`config.mk`:
```
export PLATFORM = sky130hd
export DESIGN_NAME = lsip_top
export DESIGN_NICKNAME = d
export VERILOG_FILES = /design/src/lsip_pkg.sv /design/src/lsip_port_slice.sv /design/src/lsip_top.sv
export SDC_FILE = /design/constraint.sdc
export NUM_CORES = 1
export LEC_CHECK = 0
export BUFFER_PORTS_ARGS = -buffer_cell sky130_fd_sc_hd__clkbuf_2
export CAP_MARGIN = 30
export CORE_ASPECT_RATIO = 0.9
export CORE_MARGIN = 2
export CORE_UTILIZATION = 25
export DETAILED_ROUTE_END_ITERATION = 7
export SLEW_MARGIN = 25
export SYNTH_ARGS = -nofsm -noshare
export SYNTH_HDL_FRONTEND = slang
export SYNTH_SLANG_ARGS = --single-unit
```
`constraint.sdc`:
```
create_clock -name clk -period 2.7 [get_ports clk]
set_input_delay 0.135 -clock clk [delete_from_list [all_inputs] [get_ports clk]]
set_output_delay 0.135 -clock clk [all_outputs]
set_load 0.005 [all_outputs]
```
`src/lsip_pkg.sv`:
```
`default_nettype none
package lsip_pkg;

	// APB data and byte address widths
	localparam int DATA_W = 32;
	localparam int PORT_W = 8;
	localparam int IDX_W  = 9;
	localparam int ADDR_W = IDX_W + 2;

	// Register indices; byte address is four times the index
	localparam logic [IDX_W-1:0] IDX_BIDIR_DATA  = 9'h008;
	localparam logic [IDX_W-1:0] IDX_ONE_DATA    = 9'h009;
	localparam logic [IDX_W-1:0] IDX_BIDIR_DIR   = 9'h088;
	localparam logic [IDX_W-1:0] IDX_ONE_DIR     = 9'h089;
	localparam logic [IDX_W-1:0] IDX_TWO_DATA    = 9'h107;
	localparam logic [IDX_W-1:0] IDX_THREE_DATA  = 9'h108;
	localparam logic [IDX_W-1:0] IDX_SEG_ENABLE  = 9'h10D;
	localparam logic [IDX_W-1:0] IDX_TWO_DIR     = 9'h187;
	localparam logic [IDX_W-1:0] IDX_THREE_DIR   = 9'h188;

	// Reset values
	localparam logic [PORT_W-1:0] RST_DATA       = 8'h00;
	localparam logic [PORT_W-1:0] RST_DIR        = 8'hFF;
	localparam logic [PORT_W-1:0] RST_SEG_ENABLE = 8'hFF;

	// Segment-enable field positions
	localparam int SEG_G0_BIT  = 0;
	localparam int SEG_G5_BIT  = 1;
	localparam int SEG_G9_BIT  = 2;
	localparam int SEG_G12_BIT = 3;
	localparam int SEG_G16_BIT = 4;
	localparam int SEG_G20_BIT = 5;
	localparam int SEG_G27_BIT = 6;
	localparam int SEG_G29_BIT = 7;

	// Pins of the shared bidirectional port that may drive as outputs
	localparam logic [PORT_W-1:0] BIDIR_GPIO_MASK = 8'h1F;
	localparam logic [PORT_W-1:0] NO_GPIO_MASK    = 8'h00;
	localparam logic [PORT_W-1:0] ALL_PINS_MASK   = 8'hFF;

	// APB slave phase, Gray coded
	typedef enum logic [1:0] {
		LSIP_IDLE   = 2'b00,
		LSIP_ACCESS = 2'b01
	} lsip_apb_state_t;

endpackage
`default_nettype wire

```
`src/lsip_port_slice.sv`:
```
`timescale 1ns/1ps
`default_nettype none
module lsip_port_slice #(
	parameter logic [7:0] CAN_OUT = 8'h00,
	parameter logic [7:0] PRESENT = 8'hFF
) (
	input  wire logic [7:0] lcdOwn,
	input  wire logic [7:0] dir,
	input  wire logic [7:0] latch,
	input  wire logic [7:0] lcdVal,
	input  wire logic [7:0] pinIn,
	output logic      [7:0] drvVal,
	output logic      [7:0] drvOe,
	output logic      [7:0] readVal
);
	import lsip_pkg::*;

	logic [7:0] lcdPins;
	logic [7:0] digOut;

	// LCD ownership wins over direction bits
	assign lcdPins = lcdOwn & PRESENT; // RL5
	// Only output-capable digital pins with direction zero drive
	assign digOut  = ~lcdOwn & ~dir & CAN_OUT & PRESENT; // RL21 RL26 RL3

	// Pin driver: segment value in LCD mode, latch in output mode
	assign drvOe   = lcdPins | digOut;
	assign drvVal  = (lcdPins & lcdVal) | (digOut & latch);

	// Read gives pin levels of digital pins; LCD pins read zero
	assign readVal = pinIn & ~lcdOwn & PRESENT; // RL22
endmodule
`default_nettype wire

```
`src/lsip_top.sv`:
```
// Functional notes
// [RL1] Bidirectional shared port is 8 bits; low five pins GPIO or segment
// [RL2] Its upper three pins: digital input, segment or common, never output
// [RL3] Its direction bits steer only the low five pins in digital mode
// [RL4] After reset every shared pin belongs to the LCD driver
// [RL5] A set segment-enable bit keeps pins with LCD, direction ignored
// [RL6] Software clears segment-enable bits to use a group digitally
// [RL7] The other three ports are inputs, each pin shared with a segment
// [RL8] Segment-enable is 8 bits, groups 29..0 high to low, resets ones
// [RL9] Clearing group 0 gives the low five bidirectional pins to GPIO
// [RL10] Clearing group 29 makes the upper three bidirectional pins inputs
// [RL11] Groups 27, 5, 9 cleared: port one and port three top pin digital
// [RL12] Groups 16 and 12 cleared: all of port two digital
// [RL13] Groups 27 and 20 cleared: port three and port one top pin digital
// [RL14] Any reset: data latches zero, direction registers all ones
// [RL15] Bidirectional pins 0..4 carry segments 0..4 in LCD mode
// [RL16] Pins 5..7 carry seg29/lcd_common_three, seg30/lcd_common_two, seg31/lcd_common_one
// [RL17] Port one pins 0..6 carry segments 5..11, pin 7 segment 27
// [RL18] Port two pins 0..7 carry segments 12..19
// [RL19] Port three pins 0..6 carry segments 20..26, pin 7 segment 28
// [RL20] Top pins of ports one and three absent on the small package
// [RL21] Direction one is high-impedance input, zero drives the latch
// [RL22] Data read returns pin levels, data write stores the latch
// [RL23] Write lands at cycle end, read samples pins at cycle start
// [RL24] Group 5 owns port one pins 0..3, group 9 pins 4..6
// [RL25] Group 27 owns both top pins, group 20 port three pins 0..6
// [RL26] Direction bits of input-only pins never make them drive
`timescale 1ns/1ps
`default_nettype none
module lsip_top #(
	parameter logic WIDE_PKG = 1'b1
) (
	input  wire logic                          clk,
	input  wire logic                          resetn,
	input  wire logic                          ce,
	input  wire logic [lsip_pkg::ADDR_W-1:0]   paddr,
	input  wire logic                          psel,
	input  wire logic                          penable,
	input  wire logic                          pwrite,
	input  wire logic [lsip_pkg::DATA_W-1:0]   pwdata,
	input  wire logic [3:0]                    pstrb,
	output logic      [lsip_pkg::DATA_W-1:0]   prdata,
	output logic                               pready,
	output logic                               pslverr,
	input  wire logic [31:0]                   segDrive,
	input  wire logic [3:1]                    comDrive,
	input  wire logic                          comMode,
	input  wire logic [lsip_pkg::PORT_W-1:0]   bidirPinIn,
	output logic      [lsip_pkg::PORT_W-1:0]   bidirPinOut,
	output logic      [lsip_pkg::PORT_W-1:0]   bidirPinOe,
	input  wire logic [lsip_pkg::PORT_W-1:0]   onePinIn,
	output logic      [lsip_pkg::PORT_W-1:0]   onePinOut,
	output logic      [lsip_pkg::PORT_W-1:0]   onePinOe,
	input  wire logic [lsip_pkg::PORT_W-1:0]   twoPinIn,
	output logic      [lsip_pkg::PORT_W-1:0]   twoPinOut,
	output logic      [lsip_pkg::PORT_W-1:0]   twoPinOe,
	input  wire logic [lsip_pkg::PORT_W-1:0]   threePinIn,
	output logic      [lsip_pkg::PORT_W-1:0]   threePinOut,
	output logic      [lsip_pkg::PORT_W-1:0]   threePinOe,
	output logic      [lsip_pkg::PORT_W-1:0]   segPinEnable
);
	import lsip_pkg::*;

	// Whole state of the block
	typedef struct packed {
		lsip_apb_state_t   st;
		logic [PORT_W-1:0] bidirData;
		logic [PORT_W-1:0] bidirDir;
		logic [PORT_W-1:0] oneDir;
		logic [PORT_W-1:0] twoDir;
		logic [PORT_W-1:0] threeDir;
		logic [PORT_W-1:0] segEn;
		logic [DATA_W-1:0] rdata;
		logic              ready;
		logic              err;
		logic [PORT_W-1:0] bidirOut;
		logic [PORT_W-1:0] bidirOe;
		logic [PORT_W-1:0] oneOut;
		logic [PORT_W-1:0] oneOe;
		logic [PORT_W-1:0] twoOut;
		logic [PORT_W-1:0] twoOe;
		logic [PORT_W-1:0] threeOut;
		logic [PORT_W-1:0] threeOe;
	} lsip_state_t;

	localparam logic [PORT_W-1:0] SMALL_PKG_MASK =
		{WIDE_PKG, 7'h7F};

	lsip_state_t q;
	lsip_state_t d;

	logic [IDX_W-1:0]  idx;
	logic              aligned;
	logic              mapped;
	logic [PORT_W-1:0] readSel;
	logic              setup;
	logic              commit;

	// Ownership of each pin by the LCD driver, per segment group
	logic [PORT_W-1:0] bidirOwn;
	logic [PORT_W-1:0] oneOwn;
	logic [PORT_W-1:0] twoOwn;
	logic [PORT_W-1:0] threeOwn;

	// Segment or common value routed to each pin
	logic [PORT_W-1:0] bidirLcd;
	logic [PORT_W-1:0] oneLcd;
	logic [PORT_W-1:0] twoLcd;
	logic [PORT_W-1:0] threeLcd;

	// Pin drive and read values from the slices
	logic [PORT_W-1:0] bidirVal;
	logic [PORT_W-1:0] bidirEn;
	logic [PORT_W-1:0] bidirRd;
	logic [PORT_W-1:0] oneVal;
	logic [PORT_W-1:0] oneEn;
	logic [PORT_W-1:0] oneRd;
	logic [PORT_W-1:0] twoVal;
	logic [PORT_W-1:0] twoEn;
	logic [PORT_W-1:0] twoRd;
	logic [PORT_W-1:0] threeVal;
	logic [PORT_W-1:0] threeEn;
	logic [PORT_W-1:0] threeRd;

	// Group-to-pin mapping of the segment-enable bits
	assign bidirOwn = {{3{q.segEn[SEG_G29_BIT]}},
		{5{q.segEn[SEG_G0_BIT]}}}; // RL9 RL10
	assign oneOwn   = {q.segEn[SEG_G27_BIT],
		{3{q.segEn[SEG_G9_BIT]}},
		{4{q.segEn[SEG_G5_BIT]}}}; // RL11 RL24
	assign twoOwn   = {{4{q.segEn[SEG_G16_BIT]}},
		{4{q.segEn[SEG_G12_BIT]}}}; // RL12
	assign threeOwn = {q.segEn[SEG_G27_BIT],
		{7{q.segEn[SEG_G20_BIT]}}}; // RL13 RL25

	// Segment routing; upper bidirectional pins may carry commons
	assign bidirLcd = comMode ?
		{comDrive[1], comDrive[2], comDrive[3], segDrive[4:0]} :
		{segDrive[31:29], segDrive[4:0]}; // RL15 RL16
	assign oneLcd   = {segDrive[27], segDrive[11:5]}; // RL17
	assign twoLcd   = segDrive[19:12]; // RL18
	assign threeLcd = {segDrive[28], segDrive[26:20]}; // RL19

	// Bidirectional port: only the low five pins can be outputs
	lsip_port_slice #(
		.CAN_OUT (BIDIR_GPIO_MASK),
		.PRESENT (ALL_PINS_MASK)
	) u_bidir (
		.lcdOwn  (bidirOwn),
		.dir     (q.bidirDir),
		.latch   (q.bidirData),
		.lcdVal  (bidirLcd),
		.pinIn   (bidirPinIn),
		.drvVal  (bidirVal),
		.drvOe   (bidirEn),
		.readVal (bidirRd)
	); // RL1 RL2

	// Port one: input only, top pin absent on the small package
	lsip_port_slice #(
		.CAN_OUT (NO_GPIO_MASK),
		.PRESENT (SMALL_PKG_MASK)
	) u_one (
		.lcdOwn  (oneOwn),
		.dir     (q.oneDir),
		.latch   (RST_DATA),
		.lcdVal  (oneLcd),
		.pinIn   (onePinIn),
		.drvVal  (oneVal),
		.drvOe   (oneEn),
		.readVal (oneRd)
	); // RL7 RL20

	// Port two: input only
	lsip_port_slice #(
		.CAN_OUT (NO_GPIO_MASK),
		.PRESENT (ALL_PINS_MASK)
	) u_two (
		.lcdOwn  (twoOwn),
		.dir     (q.twoDir),
		.latch   (RST_DATA),
		.lcdVal  (twoLcd),
		.pinIn   (twoPinIn),
		.drvVal  (twoVal),
		.drvOe   (twoEn),
		.readVal (twoRd)
	); // RL7

	// Port three: input only, top pin absent on the small package
	lsip_port_slice #(
		.CAN_OUT (NO_GPIO_MASK),
		.PRESENT (SMALL_PKG_MASK)
	) u_three (
		.lcdOwn  (threeOwn),
		.dir     (q.threeDir),
		.latch   (RST_DATA),
		.lcdVal  (threeLcd),
		.pinIn   (threePinIn),
		.drvVal  (threeVal),
		.drvOe   (threeEn),
		.readVal (threeRd)
	); // RL7 RL20

	// Address decode on word index
	assign idx     = paddr[ADDR_W-1:2];
	assign aligned = (paddr[1:0] == 2'b00);
	assign setup   = psel && !penable && (q.st == LSIP_IDLE);
	assign commit  = psel && penable && pwrite && q.ready &&
		!q.err && pstrb[0];

	// Read multiplexer; unmapped indices flag an error
	always_comb begin
		readSel = '0;
		mapped  = 1'b1;
		case (idx)
			IDX_BIDIR_DATA: begin
				readSel = bidirRd; // RL22
			end
			IDX_ONE_DATA: begin
				readSel = oneRd;
			end
			IDX_TWO_DATA: begin
				readSel = twoRd;
			end
			IDX_THREE_DATA: begin
				readSel = threeRd;
			end
			IDX_BIDIR_DIR: begin
				readSel = q.bidirDir;
			end
			IDX_ONE_DIR: begin
				readSel = q.oneDir;
			end
			IDX_TWO_DIR: begin
				readSel = q.twoDir;
			end
			IDX_THREE_DIR: begin
				readSel = q.threeDir;
			end
			IDX_SEG_ENABLE: begin
				readSel = q.segEn;
			end
			default: begin
				mapped = 1'b0;
			end
		endcase
	end

	// Next state: APB phase, register writes and pin drivers
	always_comb begin
		d = q;
		d.ready = 1'b0;
		case (q.st)
			LSIP_IDLE: begin
				if (setup) begin
					// Pins are sampled in the setup cycle
					d.st    = LSIP_ACCESS;
					d.ready = 1'b1;
					d.err   = !(mapped && aligned);
					d.rdata = (mapped && aligned) ?
						{{(DATA_W-PORT_W){1'b0}}, readSel} :
						'0; // RL23
				end
			end
			LSIP_ACCESS: begin
				d.st    = LSIP_IDLE;
				d.err   = 1'b0;
				d.rdata = '0;
			end
			default: begin
				d.st = LSIP_IDLE;
			end
		endcase

		// Writes land at the completing edge of the access
		if (commit) begin
			case (idx)
				IDX_BIDIR_DATA: begin
					d.bidirData = pwdata[PORT_W-1:0]; // RL22 RL23
				end
				IDX_BIDIR_DIR: begin
					d.bidirDir = pwdata[PORT_W-1:0];
				end
				IDX_ONE_DIR: begin
					d.oneDir = pwdata[PORT_W-1:0];
				end
				IDX_TWO_DIR: begin
					d.twoDir = pwdata[PORT_W-1:0];
				end
				IDX_THREE_DIR: begin
					d.threeDir = pwdata[PORT_W-1:0];
				end
				IDX_SEG_ENABLE: begin
					d.segEn = pwdata[PORT_W-1:0]; // RL6 RL8
				end
				default: begin
					d.segEn = q.segEn;
				end
			endcase
		end

		// Registered pin drivers
		d.bidirOut = bidirVal;
		d.bidirOe  = bidirEn; // RL3 RL21
		d.oneOut   = oneVal;
		d.oneOe    = oneEn; // RL26
		d.twoOut   = twoVal;
		d.twoOe    = twoEn; // RL26
		d.threeOut = threeVal;
		d.threeOe  = threeEn; // RL26
	end

	// State register; reset hands every shared pin to the LCD driver
	always_ff @(posedge clk) begin
		if (!resetn) begin
			q.st        <= LSIP_IDLE;
			q.bidirData <= RST_DATA; // RL14
			q.bidirDir  <= RST_DIR; // RL14
			q.oneDir    <= RST_DIR;
			q.twoDir    <= RST_DIR;
			q.threeDir  <= RST_DIR;
			q.segEn     <= RST_SEG_ENABLE; // RL4 RL8
			q.rdata     <= '0;
			q.ready     <= 1'b0;
			q.err       <= 1'b0;
			q.bidirOut  <= RST_DATA;
			q.bidirOe   <= RST_DATA;
			q.oneOut    <= RST_DATA;
			q.oneOe     <= RST_DATA;
			q.twoOut    <= RST_DATA;
			q.twoOe     <= RST_DATA;
			q.threeOut  <= RST_DATA;
			q.threeOe   <= RST_DATA;
		end else if (ce) begin
			q <= d;
		end
	end

	// Outputs straight from the state register
	assign prdata       = q.rdata;
	assign pready       = q.ready;
	assign pslverr      = q.err; // Error is only ever set with ready
	assign bidirPinOut  = q.bidirOut;
	assign bidirPinOe   = q.bidirOe;
	assign onePinOut    = q.oneOut;
	assign onePinOe     = q.oneOe;
	assign twoPinOut    = q.twoOut;
	assign twoPinOe     = q.twoOe;
	assign threePinOut  = q.threeOut;
	assign threePinOe   = q.threeOe;
	assign segPinEnable = q.segEn;
endmodule
`default_nettype wire

```
Yosys cells after proc, flatten, opt, wreduce, memory -nomap -nowiden. Index checks and enable logic that the tools add are counted.

Flip-flop bits (word level): 145. Input bits: 121. Output and inout bits: 106. Logic and storage cells: 79.

Equal/unequal tests: 11. Multiplexer cells: 10. Bitwise operators: 17. Reduce and logical (&&, ||, !) cells: 23.

Operators with widths (count): one-hot mux 8 bit (9 select lines) (1); AND 8 bit (8); one-hot mux 32 bit (2 select lines) (1); equality test 9 bit, second input constant (5); 2-to-1 mux 34 bit (1); NOT 8 bit (4); AND reduction 3 bit (7); equality test 9 x 4 -> 1 bit, second input constant (2); equality test 9 x 8 -> 1 bit, second input constant (2); 2-to-1 mux 8 bit (2); OR reduction 9 bit (1); AND 5 x 8 -> 8 bit (1); logical AND 1 bit (8); bitwise OR 8 x 5 -> 8 bit (1); bitwise OR 8 bit (1); AND 5 bit (1); NOT 5 bit (1); logical NOT 2 bit (2); 2-to-1 mux 2 bit (2); logical NOT 1 bit (3); equality test 2 x 1 -> 1 bit, second input constant (1); 2-to-1 mux 1 bit (2); != test 2 bit, second input constant (1); one-hot mux 1 bit (2 select lines) (1); 2 further kinds (2).

Depth between registers and ports, before layout.
Depth in word-level cells: 7. Gate-level depth with buffers: 8. Depth with buffers taken out: 5.

Cells and area by module. Synthesis repeated with hierarchy kept, for this count alone.

Cells, all modules: 753. Area, all modules: 6754.0 um^2.

Modules (own cells, without submodules): lsip_top (times used 1, cells each 652, area an instance 6075.8 um^2); lsip_port_slice (u_one ...) (times used 3, cells each 24, area an instance 160.2 um^2); lsip_port_slice (u_bidir) (times used 1, cells each 29, area an instance 197.7 um^2).

Least setup slack after synthesis. No wires, ideal clock.

Path kind: register -> register. Start: register q (netlist bit pready). End: register q[134] (netlist bit). Library setup time: 129 ps. Data arrival time: 1435 ps. Required time: 2571 ps. Slack: 1136 ps. Stages on the path, launching flop included: 6. Path buffers: 0. Cells stage by stage: dfxtp_1 nand2_1 or3_4 nor3_4 mux2i_1 nand2_1.

Cells in the longest elaborated chain, start to end: 4.

RTL lines: start: declaration (RTL line lsip_top.sv:89) `lsip_state_t q;`; logical AND 1 bit (2 in series) (RTL line lsip_top.sv:208) `assign commit = psel && penable && pwrite && q.ready &&`; logical AND 1 bit (RTL line lsip_top.sv:209) `!q.err && pstrb[0];`; AND reduction 3 bit (no line).

Every way passes these cells. A chain may end at the register's enable or synchronous reset.

Worst setup path after layout.
Start: register q (netlist bit segPinEnable[3]). End: register q (netlist bit prdata[3]).

Cells in the longest elaborated chain, start to end: 6.

RTL lines: NOT 8 bit; AND 8 bit (RTL line lsip_port_slice.sv:31) `assign readVal = pinIn & ~lcdOwn & PRESENT;`; one-hot mux 8 bit (9 select lines) (*) (RTL line lsip_top.sv:215) `case (idx)`; 2-to-1 mux 8 bit (*) (RTL line lsip_top.sv:260) `d.rdata = (mapped && aligned) ?`; 2-to-1 mux 34 bit (*) (RTL line lsip_top.sv:255) `if (setup) begin`; one-hot mux 32 bit (2 select lines) (*) (RTL line lsip_top.sv:253) `case (q.st)`.

Every way passes the cells marked *; elsewhere a longest branch is shown, timed or not. The select of a mux whose other input is x is not followed.

==> flow_metrics.py <==
metrics = {
    "status": {
        "status": "complete, no violations",
    },
    "critical_path": {
        "end_kind": "register",
        "arrival_ns": 2.04,
        "cp.required_ns": 2.93,
        "crit_fanout": 11,
        "critPathLaunchType": "register",
        "worstSetupPathType": "register to register",
    },
    "routing": {
        "drt_iter0_drc": 350,
        "wl_microns": 16000,
        "wl_per_cell_microns": 15.7,
        "remaining_drc_errors": 0,
        "vias_per_cell": 4.50,
        "vias": 4584,
        "ant_nets": 0,
        "drtPass1Iterations": 5,
    },
    "cts": {
        "cts_buffer_depth": 2,
        "cts_root_buffer": "clkbuf_16",
        "clk_pin_slew_ns": 0.07,
        "cts-buffers-inserted": 9,
        "cts.sinks": 100,
        "post_cts_buffers": 0,
        "cts_resized": 0,
        "h-tree-depth": 3,
        "cts_hold_buf": 0,
        "cts_tree": "built",
        "clock_latency_ns": 0.35,
    },
    "sta": {
        "grt_setup_unrepaired": "false",
        "max_freq_mhz": 551,
        "setup_viol": 0,
        "setup_tns_ns": 0,
        "finalCritPeriodShare": 0.672,
        "period_minus_slack_ns": 1.82,
        "worst_clock_skew_ns": 0.00861,
        "slew_headroom": 0.547,
        "hold_ws_ns": 0.0302,
        "tightest_slew_ns": 0.679,
        "finalHoldViolCount": 0,
        "timing.final.max_slew_violations": 0,
    },
    "final_layout": {
        "finalNetCount": 844,
        "final_util": 0.292,
        "multi_input_area_sq_um": 2610,
        "regArea_sq_um": 2000,
        "nFillCells": 2377,
        "drive_gt1_frac": 0.299,
        "area_delta_synth_final_pct": 14.8,
        "antenna_cells": 0,
    },
    "floorplan": {
        "row_count": 51,
        "die_h_microns": 144,
        "die_x_microns": 160,
        "core_area_sq_um": 21600,
        "fp.dieArea_sq_um": 23100,
        "initial_core_util": 0.254,
        "io_pins": 227,
    },
    "logic_synthesis": {
        "synth_warnings": 0,
        "yosysMostFrequentCell": "buf_4",
        "synth_seq_area_share": 0.365,
        "ys_async_sr_fraction": 0,
        "avgSynthCellArea_sq_um": 8.55,
        "synth_top_area_frac": 0.365,
        "ys_ff_latch": 100,
        "synth_flop_cell": "dfxtp_1",
        "netlist_area_sq_um": 5480,
        "synth_cells": 641,
        "synth_common_cells": "106 x buf_4, 100 x dfxtp_1, 93 x nand2_1, 45 x nand3_1, 35 x mux2i_1",
        "synth_edf_count": 0,
        "synth_area_leader_cell": "dfxtp_1",
        "yosys-top-cells-area": "dfxtp_1 37%, buf_4 15%, mux2i_1 6.4%",
        "synth_cell_types": 56,
    },
    "grt": {
        "grt_pass1_vias": 4194,
        "grt_overflow": 0,
        "grt.total_usage": 0.137,
        "grt_max_degree": 74,
        "grt_pass1_wl_microns": 24000,
        "antenna_found_initial": 0,
    },
    "placed_design": {
        "hpwl_microns": 12000,
        "place.gp.congestion": 0.927,
        "port_buffers": 175,
    },
    "power_and_ir_drop": {
        "leakage_nw": 2.78,
        "peakVddDrop_mv": 0.305,
        "power_density_nw_per_um2": 531,
        "finalPower_mw": 3.34,
    },
    "flow_run": {
        "drv_cap": 0,
    },
    "min_path": {
        "min_path_type": "primary input to register",
    },
}
-- cells in the final DEF (no fill, tap or decap), types with 8 or more instances in the layout --
master | synthesis | layout
inv_1 | 9 | 9
buf_4 | 106 | 10
nand2_1 | 93 | 93
nand3_1 | 45 | 45
clkbuf_16 | 0 | 9
nand2b_1 | 20 | 20
o21ai_0 | 11 | 11
a21oi_1 | 11 | 11
a31oi_1 | 8 | 8
nor2_1 | 18 | 18
a21boi_0 | 18 | 18
nor2b_1 | 31 | 31
conb_1 | 1 | 24
mux2i_1 | 35 | 35
a22oi_1 | 13 | 13
dfxtp_1 | 100 | 100
clkbuf_2 | 0 | 175
-- flip-flops by register name (all words and copies together) (netlist names) --
name / count
pslverr: 1
onePinOe: 3
threePinOut: 8
twoPinOe: 2
threePinOe: 1
pready: 1
segPinEnable: 8
twoPinOut: 8
bidirPinOut: 8
onePinOut: 8
bidirPinOe: 6
q: 38
prdata: 8
-- cell families (layout without fill, tap and decap cells) --
kind of cell | count (synthesis) | in the layout | share of synthesized area
AND/OR/NAND/NOR | 253 | 253 | 0.253
AO/OA/AOI/OAI | 104 | 104 | 0.138
other | 1 | 24 | 0.000685
buffers and inverters | 146 | 210 | 0.175
multiplexers | 37 | 37 | 0.0681
flip-flops | 100 | 100 | 0.365
-- cell type report --
| cell class | instances | area share |
|---|---|---|
| Clock buffer | 9 | 0.0358 |
| Timing Repair Buffer | 185 | 0.151 |
| Tap cell | 291 | 0.0579 |
| Sequential cell | 100 | 0.318 |
| Multi-Input combinational cell | 418 | 0.415 |
| Inverter | 9 | 0.00537 |
| Clock inverter | 7 | 0.0167 |
-- path summary, 6_finish.rpt --
kind              startpoint             end  slack (ns)  depth (start not counted)
max          segPinEnable[3]       prdata[3]        0.88                          5
min             segDrive[21]  threePinOut[1]        0.03                          3
max reg2reg  segPinEnable[3]       prdata[3]        0.88                          5
min reg2reg        prdata[2]       prdata[2]        0.46                          2
-- power by group --
part	internal (mW)	switching [mW]	total, mW
clock network	0.829	0.621	1.45
logic	0.159	0.186	0.345
registers	1.52	0.0259	1.54
-- stage by stage --
| stage | cell area (sq um) | setup WS [ns] | std cells |
|---|---|---|---|
| 4_1_cts | 6290 | 0.891 | 1019 |
| 5_1_grt | 6290 | 0.764 | 1019 |
| 2_1_floorplan | 5560 | 1.14 | 664 |
| 3_3_place_gp | 5960 | 0.765 | 1003 |
| 3_5_place_dp | 5960 | 0.750 | 1003 |
| 6_report | 6290 | 0.885 | 1019 |
-- critical path, cell delays in order, from the launching register on --
cell	delay, ns
dfxtp_1	0.70
nand2b_1	0.18
o21ai_0	0.08
a32o_1	0.28
a211oi_1	0.32
o21ai_0	0.13
-- metal layers --
layer / track usage / up-vias / part of all wire
met3: 0.0476 / 27 / 0.081
met4: 0.0517 / 0 / 0.024
met1: 0.174 / 2130 / 0.44
met2: 0.215 / 170 / 0.46
met5: 0 / - / 0
li1: - / 2257 / -
Power figures use the tool's default switching activity.
